### src/rtl/axis_counter_pkg.sv
`default_nettype none
package axis_counter_pkg;
  // Counter geometry
  localparam int CNT_W = 32;
  localparam int NUM_CNT = 3;
  localparam int NUM_CH = 3;
  localparam int PRE_W = 8;
  // Counter indices
  localparam logic [1:0] CNT_ADDRESS = 2'h0;
  localparam logic [1:0] CNT_DIFF = 2'h1;
  localparam logic [1:0] CNT_SPEED = 2'h2;
  // Encoder multiplier codes
  localparam logic [1:0] MULT_X1 = 2'h0;
  localparam logic [1:0] MULT_X2 = 2'h1;
  localparam logic [1:0] MULT_X4 = 2'h2;
  // Reset values
  localparam logic [31:0] CMP_RESET = 32'h8000_0000;
  localparam logic [31:0] SPEED_CMP_RESET = 32'h0000_0000;
  localparam logic [31:0] MAX_RESET = 32'hFFFF_FFFF;
  localparam logic [31:0] PRESET_RESET = 32'h0000_0000;
  localparam logic [1:0] MULT_RESET = MULT_X1;
  localparam logic [7:0] PRESCALE_RESET = 8'h01;
  localparam logic [2:0] GATE_EN_RESET = 3'h7;
  localparam logic [2:0] STOP_EN_RESET = 3'h0;
  localparam logic [2:0] INT_EN_RESET = 3'h0;
  localparam logic ABS_DIFF_RESET = 1'b1;
  localparam logic INT_PULSE_RESET = 1'b0;
  localparam logic CLEAR_EN_RESET = 1'b0;
  localparam logic RELOAD_EN_RESET = 1'b0;
  // Timing
  localparam int CLK_PERIOD_NS = 100;
  localparam int INT_PULSE_NS = 200;
  localparam int INT_PULSE_CYC_I = INT_PULSE_NS / CLK_PERIOD_NS;
  localparam logic [2:0] INT_PULSE_CYC =
    (INT_PULSE_CYC_I < 1) ? 3'h1 : 3'(INT_PULSE_CYC_I);
endpackage : axis_counter_pkg
`default_nettype wire

### src/rtl/axis_counter_compare.sv
`timescale 1ns/1ns
`default_nettype none
module axis_counter_compare
  import axis_counter_pkg::*;
(
  input wire logic ref_clk,
  input wire logic rstn,
  // Own axis pulse output and direction (1 = plus)
  input wire logic out_pulse,
  input wire logic out_dir,
  // Encoder inputs
  input wire logic encoder_phase_a,
  input wire logic encoder_phase_b,
  // Configuration write
  input wire logic cfg_we,
  input wire logic [1:0] cfg_mult,
  input wire logic [7:0] cfg_prescale,
  input wire logic cfg_int_pulse,
  input wire logic cfg_abs_diff,
  input wire logic [2:0] cfg_gate_en,
  input wire logic [2:0] cfg_stop_en,
  input wire logic [2:0] cfg_int_en,
  input wire logic cfg_clear_en,
  input wire logic cfg_reload_en,
  // Compare register write
  input wire logic cmp_we,
  input wire logic [1:0] cmp_counter,
  input wire logic [1:0] cmp_channel,
  input wire logic [31:0] cmp_value,
  // Max count write
  input wire logic max_we,
  input wire logic [1:0] max_counter,
  input wire logic [31:0] max_value,
  // Preset write, also loads the counter
  input wire logic preset_we,
  input wire logic [1:0] preset_counter,
  input wire logic [31:0] preset_value,
  // Sticky flag clears
  input wire logic int_clear,
  input wire logic [2:0] ovf_clear,
  // Outputs
  output logic [31:0] address_count,
  output logic [31:0] position_difference_counter,
  output logic [31:0] speed_count,
  output logic [2:0] channel_match,
  output logic compare_gate,
  output logic stop_request,
  output logic match_int,
  output logic [2:0] overflow
);

  // Signed step of -2..+2 encoded in three bits
  typedef logic signed [2:0] step_t;

  // Quadrature decode at the selected multiplier
  function automatic step_t quad_step(
    input logic ap, input logic bp, input logic a, input logic b,
    input logic [1:0] mult);
    logic fwd;
    logic a_edge;
    logic b_edge;
    step_t s;
    fwd = a ^ bp;
    a_edge = a ^ ap;
    b_edge = b ^ bp;
    s = 3'sd0;
    case (mult)
      // Both edges of A
      MULT_X2: begin
        if (a_edge) s = (a != b) ? 3'sd1 : -3'sd1;
      end
      // Every edge of A or B
      MULT_X4: begin
        if (a_edge ^ b_edge) s = fwd ? 3'sd1 : -3'sd1;
      end
      default: begin
        if (a_edge && a) s = b ? -3'sd1 : 3'sd1;
      end
    endcase
    return s;
  endfunction : quad_step

  // Absolute value of a two's complement count
  function automatic logic [31:0] abs32(input logic [31:0] v);
    return v[31] ? 32'(~v + 32'h0000_0001) : v;
  endfunction : abs32

  // Configuration state
  logic [1:0] mult;
  logic [7:0] prescale;
  logic int_pulse_mode;
  logic abs_diff;
  logic [2:0] gate_en;
  logic [2:0] stop_en;
  logic [2:0] int_en;
  logic clear_en;
  logic reload_en;

  // Per counter storage
  logic [31:0] cnt [NUM_CNT];
  logic [31:0] cmp [NUM_CNT][NUM_CH];
  logic [31:0] max_cnt [NUM_CNT];
  logic [31:0] preset [NUM_CNT];
  logic [7:0] pre_cnt [NUM_CNT];

  // Previous encoder levels
  logic enc_a_prev;
  logic enc_b_prev;

  // Decoded steps
  step_t enc_step;
  step_t own_step;
  step_t step [NUM_CNT];

  // Match matrix and channel summaries
  logic match [NUM_CNT][NUM_CH];
  logic [2:0] next_chan;
  logic [2:0] chan_prev;
  logic [2:0] int_pulse_cnt;

  // Configuration register, defaults at reset
  always_ff @(posedge ref_clk or negedge rstn) begin
    if (!rstn) begin
      mult <= MULT_RESET;
      prescale <= PRESCALE_RESET;
      int_pulse_mode <= INT_PULSE_RESET;
      abs_diff <= ABS_DIFF_RESET;
      gate_en <= GATE_EN_RESET;
      stop_en <= STOP_EN_RESET;
      int_en <= INT_EN_RESET;
      clear_en <= CLEAR_EN_RESET;
      reload_en <= RELOAD_EN_RESET;
    end else if (cfg_we) begin
      mult <= cfg_mult;
      prescale <= cfg_prescale;
      int_pulse_mode <= cfg_int_pulse;
      abs_diff <= cfg_abs_diff;
      gate_en <= cfg_gate_en;
      stop_en <= cfg_stop_en;
      int_en <= cfg_int_en;
      clear_en <= cfg_clear_en;
      reload_en <= cfg_reload_en;
    end
  end

  // Compare, max and preset registers
  always_ff @(posedge ref_clk or negedge rstn) begin
    if (!rstn) begin
      for (int c = 0; c < NUM_CNT; c++) begin
        for (int k = 0; k < NUM_CH; k++) begin
          // Speed counter keeps its own default
          cmp[c][k] <= (c == int'(CNT_SPEED)) ?
            SPEED_CMP_RESET : CMP_RESET;
        end
        max_cnt[c] <= MAX_RESET;
        preset[c] <= PRESET_RESET;
      end
    end else begin
      if (cmp_we && cmp_counter < 2'h3 && cmp_channel < 2'h3) begin
        cmp[cmp_counter][cmp_channel] <= cmp_value;
      end
      if (max_we && max_counter < 2'h3) begin
        max_cnt[max_counter] <= max_value;
      end
      if (preset_we && preset_counter < 2'h3) begin
        preset[preset_counter] <= preset_value;
      end
    end
  end

  // Encoder level history
  always_ff @(posedge ref_clk or negedge rstn) begin
    if (!rstn) begin
      enc_a_prev <= 1'b0;
      enc_b_prev <= 1'b0;
    end else begin
      enc_a_prev <= encoder_phase_a;
      enc_b_prev <= encoder_phase_b;
    end
  end

  // Count sources of each counter
  always_comb begin
    enc_step = quad_step(enc_a_prev, enc_b_prev, encoder_phase_a,
      encoder_phase_b, mult);
    own_step = out_pulse ? (out_dir ? 3'sd1 : -3'sd1) : 3'sd0;
    step[CNT_ADDRESS] = own_step;
    // Commanded minus fed-back position
    step[CNT_DIFF] = step_t'(own_step - enc_step);
    step[CNT_SPEED] = enc_step;
  end

  // Compare logic per counter and channel
  always_comb begin
    for (int c = 0; c < NUM_CNT; c++) begin
      for (int k = 0; k < NUM_CH; k++) begin
        if (c == int'(CNT_DIFF) && abs_diff) begin
          // Magnitude of the position gap
          case (k)
            1: match[c][k] = abs32(cnt[c]) >= cmp[c][k];
            2: match[c][k] = abs32(cnt[c]) <= cmp[c][k];
            default: match[c][k] = abs32(cnt[c]) == cmp[c][k];
          endcase
        end else begin
          match[c][k] = cnt[c] == cmp[c][k];
        end
      end
    end
    for (int k = 0; k < NUM_CH; k++) begin
      next_chan[k] = match[0][k] | match[1][k] | match[2][k];
    end
  end

  // Counters with prescale, wrap, auto clear and reload
  always_ff @(posedge ref_clk or negedge rstn) begin
    if (!rstn) begin
      for (int c = 0; c < NUM_CNT; c++) begin
        cnt[c] <= PRESET_RESET;
        pre_cnt[c] <= 8'h00;
      end
      overflow <= 3'h0;
    end else begin
      for (int c = 0; c < NUM_CNT; c++) begin
        // Software clear; a new overflow below wins
        if (ovf_clear[c]) overflow[c] <= 1'b0;
        if (preset_we && preset_counter == 2'(c)) begin
          cnt[c] <= preset_value;
          pre_cnt[c] <= 8'h00;
        end else if (match[c][0] && clear_en) begin
          cnt[c] <= 32'h0000_0000;
        end else if (match[c][0] && reload_en) begin
          cnt[c] <= preset[c];
        end else if (step[c] != 3'sd0) begin
          // Divide count pulses by the prescale ratio
          if (pre_cnt[c] + 8'h01 >= prescale) begin
            pre_cnt[c] <= 8'h00;
            if (step[c] > 3'sd0) begin
              if (cnt[c] == max_cnt[c]) begin
                cnt[c] <= 32'h0000_0000;
                overflow[c] <= 1'b1;
              end else begin
                cnt[c] <= 32'(cnt[c] + 32'(step[c]));
              end
            end else begin
              if (cnt[c] == 32'h0000_0000 && c != int'(CNT_DIFF)) begin
                // Underflow wraps to the limit
                cnt[c] <= max_cnt[c];
                overflow[c] <= 1'b1;
              end else begin
                cnt[c] <= 32'(cnt[c] + 32'(step[c]));
              end
            end
          end else begin
            pre_cnt[c] <= 8'(pre_cnt[c] + 8'h01);
          end
        end
      end
    end
  end

  // Registered counter views
  always_ff @(posedge ref_clk or negedge rstn) begin
    if (!rstn) begin
      address_count <= 32'h0000_0000;
      position_difference_counter <= 32'h0000_0000;
      speed_count <= 32'h0000_0000;
    end else begin
      address_count <= cnt[CNT_ADDRESS];
      position_difference_counter <= cnt[CNT_DIFF];
      speed_count <= cnt[CNT_SPEED];
    end
  end

  // Match, gate and stop outputs
  always_ff @(posedge ref_clk or negedge rstn) begin
    if (!rstn) begin
      channel_match <= 3'h0;
      chan_prev <= 3'h0;
      compare_gate <= 1'b0;
      stop_request <= 1'b0;
    end else begin
      channel_match <= next_chan;
      chan_prev <= next_chan;
      compare_gate <= |(next_chan & gate_en);
      // Immediate stop while an enabled channel matches
      stop_request <= |(next_chan & stop_en);
    end
  end

  // Match interrupt: latched level or fixed width pulse
  always_ff @(posedge ref_clk or negedge rstn) begin
    if (!rstn) begin
      match_int <= 1'b0;
      int_pulse_cnt <= 3'h0;
    end else begin
      if (|(next_chan & ~chan_prev & int_en)) begin
        if (int_pulse_mode) begin
          match_int <= 1'b1;
          int_pulse_cnt <= INT_PULSE_CYC;
        end else begin
          // Set wins over a same cycle clear
          match_int <= 1'b1;
        end
      end else if (int_pulse_mode) begin
        if (int_pulse_cnt > 3'h1) begin
          int_pulse_cnt <= 3'(int_pulse_cnt - 3'h1);
        end else begin
          int_pulse_cnt <= 3'h0;
          match_int <= 1'b0;
        end
      end else if (int_clear) begin
        match_int <= 1'b0;
      end
    end
  end

endmodule : axis_counter_compare
`default_nettype wire

### config.mk
export PLATFORM = sky130hd
export DESIGN_NAME = axis_counter_compare
export DESIGN_NICKNAME = d
export VERILOG_FILES = /design/src/rtl/axis_counter_pkg.sv /design/src/rtl/axis_counter_compare.sv
export SDC_FILE = /design/constraint.sdc
export NUM_CORES = 2
export LEC_CHECK = 0
export BUFFER_PORTS_ARGS = -buffer_cell sky130_fd_sc_hd__clkbuf_2
export CAP_MARGIN = 20
export CORE_MARGIN = 2
export CORE_UTILIZATION = 60
export CTS_BUF_LIST = sky130_fd_sc_hd__clkbuf_16
export DETAILED_ROUTE_END_ITERATION = 10
export MAX_ROUTING_LAYER = met4
export PLACE_DENSITY = 0.9
export SYNTH_ARGS = -nofsm -noshare
export SYNTH_HDL_FRONTEND = slang
export SYNTH_SLANG_ARGS = --single-unit
### constraint.sdc
create_clock -name ref_clk -period 9.3 [get_ports ref_clk]
set_input_delay 1.395 -clock ref_clk [delete_from_list [all_inputs] [get_ports ref_clk]]
set_output_delay 1.395 -clock ref_clk [all_outputs]
set_load 0.05 [all_outputs]
* Yosys cells after proc, flatten, opt, wreduce, memory -nomap -nowiden
Index checks and enable logic that the tools add are counted.
Storage, ports and cells: flip-flop bits (word level) 733, input bits 141, output and inout bits 105, logic and storage cells 256
Operators by class: $add $sub $neg 9, order comparisons 21, equality and inequality tests 25, multiplexer cells 96, bitwise gates (word level) 20, reduce and logical (&&, ||, !) cells 44
Operator list (number):
- $mux W32 | 27
- $eq A32 B32 Y1 | 13
- $bwmux W288 | 1
- $bwmux W96 | 2
- $demux W32 S2 | 3
- $demux W96 S2 | 1
- $mux W8 | 15
- $add A32 B32 Y32 | 3
- $mux W96 | 1
- $logic_not A32 Y1 | 2
- $mux W3 | 12
- $mux W1 | 33
- $add A32 B1 Y32 const B | 1
- $ge A32 B32 Y1 | 1
- $le A32 B32 Y1 | 1
- $not A32 Y32 | 1
- $add A8 B1 Y8 const B | 3
- $ge A8 B8 Y1 | 3
- $reduce_bool A4 Y1 | 6
- $logic_and A1 B1 Y1 | 18
- $and A3 B3 Y3 | 4
- $ge A3 B3 Y1 const B | 4
- $gt A3 B1 Y1 const B | 4
- $lt A3 B1 Y1 const B | 4
- 19 further kinds | 52

* Depth between registers and ports, before layout
depth after elaboration 13, mapped depth 22, depth with buffers taken out 22

* Worst setup path before layout
OpenSTA, ideal clock, no wires.
path kind input port to flip-flop, from input encoder_phase_a, to register cnt[60] (netlist bit), setup time 0.082 ns, arrival 7.047 ns, required time 9.218 ns, slack 2.171 ns, cell stages on the path 19, path buffers 0, path through ha_1 > xor2_1 > and3_1 > o211ai_1 > nand3_1 > fa_1 > inv_1 > ha_1 > o21a_1 > o31a_1 > o2111ai_1 > a211oi_1 > nor3_1 > or2_2 > o31ai_1 > or4b_2 > o41ai_1 > o221ai_1 > a31oi_1
On the way: longest elaborated chain between the ends 13, elaborated cells on any way between the ends 24, classes of those cells 2 x add/sub; 1 x order compare; 1 x eq/ne; 13 x mux; 3 x bitwise; 4 x reduce/logical
RTL lines:
- start, declared | line axis_counter_compare.sv:12 | input wire logic encoder_phase_a,
- $xor A1 B1 Y1 (tied with other cells) | line axis_counter_compare.sv:64 | a_edge = a ^ ap;
- $xor A1 B1 Y1 (tied with other cells) | line axis_counter_compare.sv:74 | if (a_edge ^ b_edge) s = fwd ? 3'sd1 : -3'sd1;
- $mux W3 (on tied branches) | line axis_counter_compare.sv:74, axis_counter_compare.sv:70, axis_counter_compare.sv:77
- $pmux W3 S2 (*) | line axis_counter_compare.sv:67 | case (mult)
- $sub A3 B3 Y3 (*) | line axis_counter_compare.sv:189 | step[CNT_DIFF] = step_t'(own_step - enc_step);
- $add A32 B32 Y32 | line axis_counter_compare.sv:242, axis_counter_compare.sv:250
- $mux W32 | line axis_counter_compare.sv:238 | if (cnt[c] == max_cnt[c]) begin
- $mux W32 | line axis_counter_compare.sv:237 | if (step[c] > 3'sd0) begin
- $mux W32 | line axis_counter_compare.sv:235 | if (pre_cnt[c] + 8'h01 >= prescale) begin
- $mux W32 | line axis_counter_compare.sv:233 | end else if (step[c] != 3'sd0) begin
- $mux W32 | line axis_counter_compare.sv:231 | end else if (match[c][0] && reload_en) begin
- $mux W32 | line axis_counter_compare.sv:229 | end else if (match[c][0] && clear_en) begin
- $mux W32 | line axis_counter_compare.sv:226 | if (preset_we && preset_counter == 2'(c)) begin
- end signal, assigned by index | line axis_counter_compare.sv:227 | cnt[c] <= preset_value;
- end signal, assigned by index | line axis_counter_compare.sv:232 | cnt[c] <= preset[c];
- end signal, assigned by index | line axis_counter_compare.sv:242 | cnt[c] <= 32'(cnt[c] + 32'(step[c]));
- end, declared | line axis_counter_compare.sv:100 | logic [31:0] cnt [NUM_CNT];
Mark *: on every way between the ends. The rest lies on a longest branch, timed or not. The select of a mux whose other input is x is not followed. A chain may end at the register's enable or synchronous reset.

* Worst setup path after layout
Ends and elaborated chain as after synthesis.

==> results.txt <==
outcome = completed
# rows = 96
Worst slew margin = 0.240
gpl congestion = 1.08
Final Hold Fails = 0
switch share = 0.453
Routed Antenna Nets = 0
fill count = 4,928
Die Wd = 269 um
initial antenna violation count = 19
required time worst endpoint = 9.87 ns
Distinct cells, synth = 92
met2 usage = 0.609
Finished Cell Area = 0.0466 mm2
Reg2Reg Launch Point = cnt[33]
Num CTS Buffers = 79
initial core utilization = 0.609
Clk Latency, worst-skew pair = 0.67 ns
worst endpoint data arrival time = 7.04 ns
GRT Util Overall = 0.428
Post-synth EDFFs = 0
Max Cap Viol = 0
critical path buffer and inverter count = 5
CP endpoint kind = flip-flop
Yosys reg bits = 733
hold_sp = preset[11]
Pre-antenna DRT Iters = 10
XOR/XNOR Fraction of Synth Area = 0.107
hpwl dp = 103,000 um
DR vias = 36,636
global routing usage on met3 = 0.145
mux contribution to synthesized area = 0.0958
RSZ-0062 raised after global routing = no
Setup CP Type = primary input to flip-flop
area of the multi-input gates = 0.0220 mm2
PD cells = 334 mW/mm2
Crit-path slowest cell = or4b_2
Worst VDD drop = 0.317 mV
CTS H-tree depth = 3
GR Util met1 = 0.506
post-synthesis cell count = 4,237
Synth Flop Type = dfrtp_1
switching power = 7040 uW
Final WS setup = 2.83 ns
Compound-Gate Fraction of Synth Area = 0.123
Startpoint Class = primary input
clock buffer depth = 3
mapped cell area = 0.0420 mm2
setup slack at placement = 1.87 ns
post-synthesis adder-cell area fraction = 0.0588
Critical R2R Capture = cnt[52]
clock power share = 0.196
Max FO, Critical Path = 30
core box area = 0.0689 mm2
Hold Crit Endpoint = preset[11]
simple-gate share of the synthesized area = 0.138
CTS Root Cell = clkbuf_16
largest family of logic cells by synthesized area = simple AND/OR/NAND/NOR gates
internal power = 8500 uW
reg2reg path depth = 14
post-CTS setup buffers = 0
area grow syn2layout = 11.0%
worst reg2reg setup slack = 2.87 ns
Clock transition at path regs = 0.06 ns
first-pass GRT wire length = 222,000 um
hold path cells = 2
post-cts resize count = 0
worst-path cell chain = clkbuf_2 > ha_1 > nand2_1 > o21ai_0 > o22ai_1 > inv_1 > ha_1 > inv_1 > fa_1 > inv_1 > buf_16 > ha_1 > nor2b_1 > o31a_1 > o2111ai_1 > a211oi_1 > nor3_1 > or2_2 > o31ai_1 > or4b_2 > o41ai_1 > o221ai_1 > a31oi_1
Clock Sinks = 733
Die Span Y = 269 um
CTS tree = done
worst hold path class = flip-flop to flip-flop
Final Max Slew Viols = 0
DRT iter0 DRCs = 5,666
Slew @ Worst Pin = 1.14 ns
net count after synthesis = 4,573
hold buffers post-CTS = 0
endpoints failing setup = 0
port bufs = 245
Top Ports = 246
yosys warns = 0
Avg WL per Cell = 27.7 um
vias in the first global route = 35,934
logic gate share of total power = 0.457
Syn Area/Cell = 9.91 um2
period utilization = 0.695
sequential share of power = 0.347
asr flop ratio synth = 1.00
placed instance area = 0.0440 mm2
FMAX = 155 MHz
largest net degree at the start of global routing = 178
gr busiest metal = met2
NumNets Final = 4,719
crit-path max cell delay = 0.64 ns
Min Clock Period, post-route = 6.47 ns
Seq. cell area = 0.0185 mm2
die area = 0.0721 mm2
wirelength, routed = 150,000 um
share of layout cells above drive strength 1 = 0.210
clk_skew = 0.0818 ns
drt drc = 0
remaining global-route overflow = 0
CP delay by family, top = compound AO/OA/AOI/OAI gates
Leak Pwr = 0.0209 uW
drt via density = 6.79
register area share after synthesis = 0.440
post-route setup TNS = 0 ns
==> power by group through the flow <==
stage / combinational [uW] / sequential, uW / clock [uW]
2_1_floorplan: 4630 / 5310 / 0
3_3_place_gp: 6570 / 5290 / 0
3_5_place_dp: 6780 / 5330 / 0
4_1_cts: 6880 / 5290 / 3030
5_1_grt: 7620 / 5410 / 3170
6_report: 7100 / 5400 / 3040
==> logic make-up after synthesis <==
logic type | Yosys count
XOR/XNOR | 511
flip-flops | 733
adder cells (fa/ha/maj) | 195
AND/OR/NAND/NOR | 1218
multiplexers | 360
AO/OA/AOI/OAI | 808
buffers and inverters | 412
==> metrics by stage <==
stage          hold slack [ns]  power, uW   util  cells
6_report                 0.473      15500  0.676   5398
5_1_grt                  0.497      16200  0.676   5395
4_1_cts                  0.470      15200  0.675   5378
3_5_place_dp             0.455      12100  0.639   5232
3_3_place_gp             0.451      11900  0.639   5231
2_1_floorplan            0.352       9950      -   4237
==> worst reg2reg max path, cell delays in order, from the launching register on <==
cell and delay (ns):
dfrtp_1 0.60, inv_1 0.28, ha_1 0.27, nor4b_2 0.80, nand4_1 0.68, or4_1 0.61, a31oi_1 0.17, a31oi_1 0.07
nor4_2 0.32, or3b_1 0.66, o221ai_4 0.88, buf_4 0.45, nand2b_1 0.22, a21o_1 0.22, o211ai_1 0.12
==> cell usage in the layout, fill, tap and decap left out, drive strengths merged, types with 79 or more instances in the layout <==
cell type	instances
nor2	213
buf	86
xnor2	294
clkbuf	325
nand2	520
dfstp	107
a21oi	176
nand4	97
ha	191
o21ai	266
inv	166
xor2	217
dfrtp	626
nand3	79
nor4	88
mux2	335
==> sequential cells by signal, summed over array words and instances, names as in the netlist, 3 cells and up <==
| signal | count |
|---|---|
| max_cnt | 96 |
| cnt | 96 |
| int_pulse_cnt | 3 |
| preset | 96 |
| address_count | 32 |
| overflow | 3 |
| gate_en | 3 |
| prescale | 8 |
| chan_prev | 3 |
| stop_en | 3 |
| pre_cnt | 24 |
| speed_count | 32 |
| position_difference_counter | 32 |
| int_en | 3 |
| cmp | 288 |
==> metal layers <==
| layer | vias up | wire, um |
|---|---|---|
| met4 | 0 | 13500 |
| met5 | - | 0 |
| met2 | 3065 | 63200 |
| met1 | 17364 | 50700 |
| met3 | 966 | 22300 |
| li1 | 15241 | - |
==> worst max-delay path by stage <==
stage | depth (start not counted) | from | slack, ns | endpoint
2_1_floorplan | 19 | encoder_phase_a | 2.17 | cnt[60]
3_3_place_gp | 21 | encoder_phase_a | 2.09 | cnt[60]
3_5_place_dp | 22 | encoder_phase_a | 1.87 | cnt[60]
4_1_cts | 21 | encoder_phase_a | 2.50 | cnt[60]
5_1_grt | 14 | cnt[33] | 2.60 | cnt[52]
6_report | 23 | encoder_phase_a | 2.83 | cnt[60]
==> cell usage after synthesis, types with 13 or more instances <==
cell type	instances	area share
dfrtp_1	626	0.37
nand2_1	520	0.046
mux2_2	335	0.090
xnor2_1	294	0.061
o21ai_0	260	0.031
clkbuf_1	223	0.020
xor2_1	217	0.045
nor2_1	211	0.019
ha_1	191	0.057
a21oi_1	176	0.021
inv_1	145	0.013
dfstp_2	107	0.067
nand4_1	97	0.014
nor4_1	85	0.013
nand3_1	79	0.0094
a21o_1	59	0.011
nor3_1	46	0.0055
a31oi_1	40	0.0060
o211ai_1	32	0.0057
buf_1	28	0.0025
a211oi_1	27	0.0048
nand2b_1	26	0.0039
mux2i_1	25	0.0060
or3_1	24	0.0036
and3_1	23	0.0034
o21a_1	23	0.0041
a221oi_1	22	0.0046
nor2b_1	17	0.0025
and2_1	15	0.0022
nand3b_1	15	0.0027
a222oi_1	13	0.0031
==> layout make-up <==
class | instances | area share
sequential | 733 | 0.397
tap | 931 | 0.0250
timing repair buffer | 330 | 0.0409
multi-input combinational | 3092 | 0.472
clock inverter | 65 | 0.00932
antenna | 19 | 0.00102
clock buffer | 81 | 0.0435
inverter | 147 | 0.0118
Power figures use the tool's default switching activity.
